[src/pkg/ewfc_pkg.sv]
package ewfc_pkg;
  localparam int unsigned NUM_SRC = 4;
  localparam int unsigned SRC_W   = 2;
  localparam int unsigned TYPE_W  = 8;
  // Header kinds the scheduler accepts
  typedef enum logic [0:0] {
    EWFC_HDR_SOURCE = 1'b0,
    EWFC_HDR_LINK   = 1'b1
  } ewfc_hdr_type;
  localparam logic [TYPE_W-1:0] TYPE_CTRL_MIN = 8'h01;
  localparam logic [TYPE_W-1:0] TYPE_CTRL_MAX = 8'h05;
  // Wake control field bit positions: request first, alert second
  localparam int unsigned WAKE_REQ_POS   = 1;
  localparam int unsigned NEW_ALERT_POS  = 0;
  localparam logic [1:0]  WAKE_RST       = 2'h0;
  localparam logic [1:0]  WAKE_FIRST_ON  = 2'h1;
  localparam logic [1:0]  WAKE_LAST_ON   = 2'h3;
  localparam logic [NUM_SRC-1:0] REQ_RST = '0;
endpackage

[src/pkg/ewfc_if.sv]
`timescale 1ns/100ps
`default_nettype none
interface ewfc_if;
  import ewfc_pkg::*;
  logic                 hdr_valid;
  logic [SRC_W-1:0]     hdr_src;
  ewfc_hdr_type         hdr_kind;
  logic [TYPE_W-1:0]    hdr_pkt_type;
  logic                 hdr_sig_present;
  logic [1:0]           hdr_wake_ctrl;
  modport source (output hdr_valid, hdr_src, hdr_kind, hdr_pkt_type,
                  hdr_sig_present, hdr_wake_ctrl);
  modport sched  (input  hdr_valid, hdr_src, hdr_kind, hdr_pkt_type,
                  hdr_sig_present, hdr_wake_ctrl);
endinterface
`default_nettype wire

[src/core/ewfc_sched.sv]
`timescale 1ns/100ps
`default_nettype none
// Contract
// - Two wake bits handled as one value
// - Field holds request flag then alert flag
// - Source flags request on every signaling packet
// - Alert flag only on alert table packets
// - Any source requesting gives non-zero value
// - Zero only when no source requests
// - Alert flag needs version step, new wake
// - New or updated waking alert sets flag
// - Alert flag with its request advances through 1,2,3
// - Single source sequence off, on, hold, step
// - Extra packets may update request anytime
// - Per-source requests kept, then merged
// - Source header valid only types 1-5
// - Link header valid only with signaling flag
module ewfc_sched (
  input  wire logic                    clk_sys_i,
  input  wire logic                    nrst_i,
  ewfc_if.sched                        bus,
  output logic                         bootstrap_wake_bit_a_o,
  output logic                         bootstrap_wake_bit_b_o,
  output logic [ewfc_pkg::NUM_SRC-1:0] src_req_o
);
  import ewfc_pkg::*;

  // Fields of the header on the bus this cycle
  logic               hdr_valid;
  logic [SRC_W-1:0]   hdr_src;
  ewfc_hdr_type       hdr_kind;
  logic [TYPE_W-1:0]  hdr_pkt_type;
  logic               hdr_sig_present;
  logic               hdr_req;
  logic               hdr_alert;

  // Decode results
  logic               field_ok;
  logic               hdr_take;
  logic [NUM_SRC-1:0] src_sel;
  logic               alert_step;

  // Per-source request memory
  logic [NUM_SRC-1:0] req_q;
  logic [NUM_SRC-1:0] req_d;
  logic               any_req_d;

  // Merged emitted wake value
  logic [1:0]         wake_q;
  logic [1:0]         wake_d;

  // What the merged value does this cycle
  typedef enum logic [1:0] {
    ACT_HOLD,
    ACT_CLEAR,
    ACT_STEP,
    ACT_START
  } ewfc_wake_act_type;

  ewfc_wake_act_type  wake_act;

  // Wake field meaning depends on which tunnel the header came from
  function automatic logic field_usable(
    input ewfc_hdr_type      k,
    input logic [TYPE_W-1:0] t,
    input logic              sig
  );
    logic usable;
    if (k == EWFC_HDR_SOURCE) begin
      usable = (t >= TYPE_CTRL_MIN) && (t <= TYPE_CTRL_MAX);
    end else begin
      usable = sig;
    end
    return usable;
  endfunction

  // One-hot select of the source slot a header belongs to
  function automatic logic [NUM_SRC-1:0] src_onehot(
    input logic [SRC_W-1:0] s
  );
    logic [NUM_SRC-1:0] sel;
    sel = '0;
    for (int unsigned i = 0; i < NUM_SRC; i++) begin
      sel[i] = (s == SRC_W'(i));
    end
    return sel;
  endfunction

  // Next 'on' value; wraps 3 to 1 so an alert never emits zero
  function automatic logic [1:0] wake_advance(
    input logic [1:0] v
  );
    logic [1:0] nxt;
    if (v == WAKE_LAST_ON) begin
      nxt = WAKE_FIRST_ON;
    end else begin
      nxt = v + 2'h1;
    end
    return nxt;
  endfunction

  // True while any source still holds its request
  function automatic logic any_request(
    input logic [NUM_SRC-1:0] r
  );
    logic any;
    any = (r != '0);
    return any;
  endfunction

  // Field split: request first, alert second
  assign hdr_valid       = bus.hdr_valid;
  assign hdr_src         = bus.hdr_src;
  assign hdr_kind        = bus.hdr_kind;
  assign hdr_pkt_type    = bus.hdr_pkt_type;
  assign hdr_sig_present = bus.hdr_sig_present;
  assign hdr_req         = bus.hdr_wake_ctrl[WAKE_REQ_POS];
  assign hdr_alert       = bus.hdr_wake_ctrl[NEW_ALERT_POS];

  // Unusable headers are dropped without a trace
  assign field_ok = field_usable(hdr_kind, hdr_pkt_type, hdr_sig_present);
  assign hdr_take = hdr_valid && field_ok;
  assign src_sel  = src_onehot(hdr_src);

  // Alert without its own request cannot step the value
  assign alert_step = hdr_take && hdr_alert && hdr_req;

  // Only the addressed slot changes; other sources keep theirs
  always_comb begin
    req_d = req_q;
    for (int unsigned i = 0; i < NUM_SRC; i++) begin
      if (hdr_take && src_sel[i]) begin
        req_d[i] = hdr_req;
      end
    end
  end

  assign any_req_d = any_request(req_d);

  // Clear wins over step so a last withdrawn request always zeroes
  always_comb begin
    if (!any_req_d) begin
      wake_act = ACT_CLEAR;
    end else if (alert_step) begin
      wake_act = ACT_STEP;
    end else if (wake_q == WAKE_RST) begin
      wake_act = ACT_START;
    end else begin
      wake_act = ACT_HOLD;
    end
  end

  // A start caused by the header source's own request lands on one
  always_comb begin
    unique case (wake_act)
      ACT_CLEAR: begin
        wake_d = WAKE_RST;
      end
      ACT_STEP: begin
        wake_d = wake_advance(wake_q);
      end
      ACT_START: begin
        wake_d = WAKE_FIRST_ON;
      end
      ACT_HOLD: begin
        wake_d = wake_q;
      end
    endcase
  end

  always_ff @(posedge clk_sys_i) begin
    if (!nrst_i) begin
      req_q <= REQ_RST;
    end else begin
      req_q <= req_d;
    end
  end

  always_ff @(posedge clk_sys_i) begin
    if (!nrst_i) begin
      wake_q <= WAKE_RST;
    end else begin
      wake_q <= wake_d;
    end
  end

  // Both pins load from one value at one edge, never skewed
  always_ff @(posedge clk_sys_i) begin
    if (!nrst_i) begin
      bootstrap_wake_bit_a_o <= WAKE_RST[1];
      bootstrap_wake_bit_b_o <= WAKE_RST[0];
    end else begin
      bootstrap_wake_bit_a_o <= wake_d[1];
      bootstrap_wake_bit_b_o <= wake_d[0];
    end
  end

  // Request copy for status; loaded with the same next value
  always_ff @(posedge clk_sys_i) begin
    if (!nrst_i) begin
      src_req_o <= REQ_RST;
    end else begin
      src_req_o <= req_d;
    end
  end

endmodule // ewfc_sched
`default_nettype wire

[src/flat_wrapper.sv]
// flat-port wrapper written by rule: the top's interface ports become plain ports
module ewfc_sched_flat import ewfc_pkg::*;
  (clk_sys_i, nrst_i, bootstrap_wake_bit_a_o, bootstrap_wake_bit_b_o, src_req_o, bus_hdr_valid, bus_hdr_src, bus_hdr_kind, bus_hdr_pkt_type, bus_hdr_sig_present, bus_hdr_wake_ctrl);
  ewfc_if bus_i ();
  input  wire logic clk_sys_i;
  input  wire logic nrst_i;
  output logic bootstrap_wake_bit_a_o;
  output logic bootstrap_wake_bit_b_o;
  output logic [ewfc_pkg::NUM_SRC-1:0] src_req_o;
  input wire logic [$bits(bus_i.hdr_valid)-1:0] bus_hdr_valid;
  input wire logic [$bits(bus_i.hdr_src)-1:0] bus_hdr_src;
  input wire logic [$bits(bus_i.hdr_kind)-1:0] bus_hdr_kind;
  input wire logic [$bits(bus_i.hdr_pkt_type)-1:0] bus_hdr_pkt_type;
  input wire logic [$bits(bus_i.hdr_sig_present)-1:0] bus_hdr_sig_present;
  input wire logic [$bits(bus_i.hdr_wake_ctrl)-1:0] bus_hdr_wake_ctrl;
  assign bus_i.hdr_valid = bus_hdr_valid;
  assign bus_i.hdr_src = bus_hdr_src;
  assign bus_i.hdr_kind = bus_hdr_kind;
  assign bus_i.hdr_pkt_type = bus_hdr_pkt_type;
  assign bus_i.hdr_sig_present = bus_hdr_sig_present;
  assign bus_i.hdr_wake_ctrl = bus_hdr_wake_ctrl;
  ewfc_sched u_core (.clk_sys_i(clk_sys_i), .nrst_i(nrst_i), .bus(bus_i), .bootstrap_wake_bit_a_o(bootstrap_wake_bit_a_o), .bootstrap_wake_bit_b_o(bootstrap_wake_bit_b_o), .src_req_o(src_req_o));
endmodule
[config.mk]
export PLATFORM = sky130hd
export DESIGN_NAME = ewfc_sched_flat
export DESIGN_NICKNAME = d
export VERILOG_FILES = /design/src/pkg/ewfc_pkg.sv /design/src/pkg/ewfc_if.sv /design/src/core/ewfc_sched.sv /design/src/flat_wrapper.sv
export SDC_FILE = /design/constraint.sdc
export NUM_CORES = 1
export LEC_CHECK = 0
export ABC_CLOCK_PERIOD_IN_PS = 3900
export BUFFER_PORTS_ARGS = -buffer_cell sky130_fd_sc_hd__buf_2
export CAP_MARGIN = 20
export CORE_UTILIZATION = 30
export CTS_BUF_LIST = sky130_fd_sc_hd__clkbuf_4 sky130_fd_sc_hd__clkbuf_8
export CTS_CLUSTER_SIZE = 30
export DETAILED_ROUTE_END_ITERATION = 8
export PLACE_DENSITY = 0.6
export SLEW_MARGIN = 20
export SYNTH_ARGS = -nofsm -noshare
export SYNTH_HDL_FRONTEND = slang
export SYNTH_SLANG_ARGS = --single-unit
[constraint.sdc]
create_clock -name clk_sys_i -period 3.9 [get_ports clk_sys_i]
set_clock_uncertainty 0.15 [all_clocks]
set_input_delay 0 -clock clk_sys_i [delete_from_list [all_inputs] [get_ports clk_sys_i]]
set_output_delay 0 -clock clk_sys_i [all_outputs]
set_load 0.05 [all_outputs]
# Word level (Yosys, flattened, before mapping)
# Index checks and enable logic that the tools add are counted.
[classes]
addsub = 1
magnitude_cmp = 2
n_eq_ne = 7
n_mux = 10
reduce_logical = 12
[ops]
columns = ["cell", "n"]
rows = [
  ["equality test 2 bit, second input constant", 5],
  ["greater-or-equal comparator 8 x 1 -> 1 bit, second input constant", 1],
  ["<= comparator 8 x 3 -> 1 bit, second input constant", 1],
  ["logical AND 1 bit", 8],
  ["2-to-1 mux 2 bit", 4],
  ["case mux 2 bit (4 select lines)", 1],
  ["logical NOT 2 bit", 3],
  ["2-to-1 mux 1 bit", 5],
  ["equality test 2 x 1 -> 1 bit, second input constant", 2],
  ["nonzero test 4 bit", 1],
  ["adder 2 x 1 -> 2 bit, second input constant", 1],
]
[totals]
regBits = 8
in_bits = 17
out_inout_bits = 6
wordCells = 36

# Longest topological paths before layout
[depth]
ltp_word = 10
ltp_mapped = 6
ltp_nobuf = 5

# Worst setup path before layout
# No wires, ideal clock.
[synth_timing]
path_type = "register to register"
startpoint = "reg u_core.bootstrap_wake_bit_a_o (netlist name)"
endpoint = "reg u_core.wake_q[0]"
setup_time_ns = 0.115
t_arrival_ns = 1.264
t_required_ns = 3.635
slack_ns = 2.371
path_stages_with_launch = 6
path_buffers = 0
synth_period_minus_slack_ns = 1.529
path_cell_list = "dfxtp_1 inv_1 ha_1 nor2_1 mux2i_1 and2_1"
[synth_rtl]
columns = ["item", "line_no", "text"]
rows = [
  ["end signal, assigned", "ewfc_sched.sv:183", "wake_q <= wake_d;"],
  ["end, declared", "ewfc_sched.sv:49", "logic [1:0] wake_q;"],
]

# Final worst setup path
[layout_timing]
startpoint = "in bus_hdr_pkt_type[7]"
endpoint = "reg u_core.req_q[0]"
[layout_via]
elab_chain_cells = 6
elab_cells_between_ends = 7
classes_between = "order compare: 2; mux: 2; reduce/logical: 3"
[layout_lines]
columns = ["item", "line_no", "text"]
rows = [
  ["start, declared", "flat_wrapper.sv:13", "input wire logic [$bits(bus_i.hdr_pkt_type)-1:0] bus_hdr_pkt_type;"],
  ["greater-or-equal comparator 8 x 1 -> 1 bit / <= comparator 8 x 3 -> 1 bit (equally long branches)", "ewfc_sched.sv:70", "usable = (t >= TYPE_CTRL_MIN) && (t <= TYPE_CTRL_MAX);"],
  ["logical AND 1 bit *", "ewfc_sched.sv:70", ""],
  ["2-to-1 mux 1 bit *", "ewfc_sched.sv:69", "if (k == EWFC_HDR_SOURCE) begin"],
  ["logical AND 1 bit *", "ewfc_sched.sv:122", "assign hdr_take = hdr_valid && field_ok;"],
  ["logical AND 1 bit *", "ewfc_sched.sv:132", "if (hdr_take && src_sel[i]) begin"],
  ["2-to-1 mux 1 bit *", "ewfc_sched.sv:132", ""],
  ["end signal, assigned", "ewfc_sched.sv:175", "req_q <= req_d;"],
  ["end, declared", "ewfc_sched.sv:44", "logic [NUM_SRC-1:0] req_q;"],
]
# Every way passes the cells marked *; elsewhere a longest branch is shown, timed or not.
# A chain may end at the register's enable or synchronous reset.

==> impl_results.md <==
- Status: completed
- Syn_nets: 66
- Detailed-route via count: 454
- Pin count of the biggest net entering global routing: 8
- Critical path startpoint category: input pin
- Vias in the first global route: 400
- Slew Limit Fails: 0
- # diodes: 0
- Most area-hungry cell type in the Yosys netlist: dfxtp_1
- Die X: approximately 39 um
- IO Port Bufs: 22
- Crit end category: register
- GRT Util Overall: 0.1496
- Clock root buffer: clkbuf_4
- Primary FF master, synth: dfxtp_1
- RePlAce Congestion: 0.7435
- Routed wire length: 1.047 mm
- Maxcap violations: 0
- H-tree depth: 1
- Synth-to-Final Area Change: 46.29%
- Synth Instances: 47
- # resized after CTS: 0
- Initial DRC Count: 12
- Slowest stage delay, CP: 0.56 ns
- Synth unique cells: 25
- Ports: 23
- Worst Hold Class: input pin to register
- Total CTS buffers: 3
- WS Path Type: input pin to register
- CP Data Required Time: 3.88 ns
- Crit path cell chain: buf_2 -> nor4b_2 -> nand4_1 -> and2_1 -> o311ai_1 -> o41ai_1 -> dlygate4sd3_1
- Remaining antenna violation count: 0
- Number of synthesized flops with an enable pin: 0
- Drt pass-1 iters: 4
- Final net count: 97
- DP Wirelength: 781.8 um
- Tmin final: 1.760 ns
- Initial Util: 0.3240
- Critical path peak fanout: 7
- WHS: between 0.06 and 0.07 ns
- CTS Sinks: 6
- Die Y: 39.49 um
- Setup TNS: 0 ns
- Post-synth top cells: 6 x dfxtp_1, 6 x mux2i_1, 6 x nand2_1
- DR DRC count: 0
- Clock buffer depth: 2
- Initial antenna violation count: 0
- RSZ-0062 raised after global routing: false
- First-pass GRT wire length: 1.552 mm
- Yosys warnings: 0
- Fmax: 568.3 MHz
- Top-area cell type share of the netlist area: 0.2849
- Crit-path slowest cell: dlygate4sd3_1
- Total Die Area: 1559 sq um
- Rows: 13
- Post-synth ARST share: 0
- Share of cells above drive strength 1: 0.3684
- Core area: ~1300 sq um
- Final Setup Violations: 0
- Top cells by area, synth: dfxtp_1 28%, mux2i_1 14%, ha_1 5.9%, nor3b_2 5.9%, nand2_1 5.3%
- Congestion Overflow GR: 0
- Worst VDD drop: 0.1374 mV
- CTS tree: done
- Clk_lat worst skew: 0.25 ns
- Worst-margin pin slew: 0.2565 ns
- Fillers: about 140
- Mapped Area: 421.7 sq um
- Post-CTS Setup Bufs: 0
- Post-synthesis sequential area ratio: 0.2849
- Hold Fails Final Rpt: 0
- Drt via density: 4.989
- Flops & latches, synth: 6
- Routed len/inst: about 12 um
- Final Cycle Share: 0.4512
- PwrDens: about 250 nW/um^2
- Syn_area_per_cell: 8.971 sq um
- Worst Path Arrival: 1.74 ns
- Clock slew at reported path FFs: about 0.050 ns
- Max_slew headroom: 0.8266
- Pleak: 0.2783 nW
[critical path: cells and delay by family]
family	cells	cell delay, ns
AOI/OAI and AO/OA	2	0.36
buffers and inverters	2	0.66
and+or+nand+nor	3	0.72
[state kept, by name, summed over array words and instances, names as in the netlist]
name                           count
u_core.wake_q                      1
u_core.req_q                       4
u_core.bootstrap_wake_bit_a_o      1
[layout make-up]
| class | count | area (sq um) | share of cell area |
|---|---|---|---|
| multi-input combinational | 37 | 277.8 | 0.4503 |
| sequential | 6 | 120.1 | 0.1947 |
| inverter | 2 | 7.507 | 0.01217 |
| timing repair buffer | 28 | 170.2 | 0.2759 |
| tap | 15 | 18.77 | 0.03043 |
| clock buffer | 3 | 22.52 | 0.03651 |
[power by group]
group          switching, mW  internal, mW  total [mW]
Combinational         0.0161        0.0156      0.0318
Sequential           0.00126        0.0626      0.0639
Clock                 0.0254        0.0350      0.0604
Total                 0.0428         0.113       0.156
[per-stage QoR]
| stage | setup WS, ns | total power, mW | utilization | instance area, sq um | cells |
|---|---|---|---|---|---|
| 2_1_floorplan | 2.371 | 0.08135 | - | 421.7 | 47 |
| 3_3_place_gp | 2.475 | 0.09281 | 0.4106 | 534.3 | 82 |
| 3_5_place_dp | 2.419 | 0.09339 | 0.4106 | 534.3 | 82 |
| 4_1_cts | 2.122 | 0.1564 | 0.4740 | 616.8 | 91 |
| 5_1_grt | 2.048 | 0.1634 | 0.4740 | 616.8 | 91 |
| 6_report | 2.140 | 0.1560 | 0.4740 | 616.8 | 91 |
[per-layer routing]
| metal | global-route usage | vias up | part of all wire | routed length, um |
|---|---|---|---|---|
| li1 | - | 234 | - | - |
| met1 | 0.1672 | 203 | 0.44 | 458 |
| met2 | 0.2582 | 15 | 0.49 | 508 |
| met3 | 0.05114 | 2 | 0.057 | 60 |
| met4 | 0.05172 | 0 | 0.018 | 19 |
| met5 | 0 | - | 0 | 0 |
[placed cells by master (no fill, tap or decap), types with 2 or more instances in the layout]
cell           instances
nand2_1                6
nand3_1                2
nor4_1                 2
clkbuf_4               3
nor3b_2                2
ha_1                   2
dlygate4sd3_1          6
dfxtp_1                6
nor2_1                 2
buf_2                 22
mux2i_1                6
and2_1                 2
inv_1                  2
[worst paths after layout]
kind	cells after the start	from	slack (ns)	to
worst max-delay path	7	bus_hdr_pkt_type[7]	2.14	u_core.req_q[0]$_SDFF_PN0_
worst min-delay path	5	bus_hdr_wake_ctrl[0]	0.06	u_core.bootstrap_wake_bit_a_o$_SDFF_PN0_
worst max register to register	4	u_core.req_q[0]$_SDFF_PN0_	2.50	u_core.wake_q[0]$_SDFF_PN0_
worst min register to register	2	u_core.req_q[1]$_SDFF_PN0_	0.36	u_core.req_q[1]$_SDFF_PN0_
[what timing repair did]
item	4_1_cts	5_1_grt
endpoints found under the hold margin	4	0
endpoints found under the setup margin	0	0
hold buffers	6	0
[logic make-up (layout without fill, tap and decap cells)]
kind of cell / after synthesis / after routing / share of synthesized area
and+or+nand+nor: 22 / 22 / 0.3264
AOI/OAI and AO/OA: 7 / 7 / 0.1306
muxes: 6 / 6 / 0.1424
DFF: 6 / 6 / 0.2849
buffers and inverters: 4 / 33 / 0.05637
adders and majority gates: 2 / 2 / 0.05934
(Power assumes the default switching activity.)
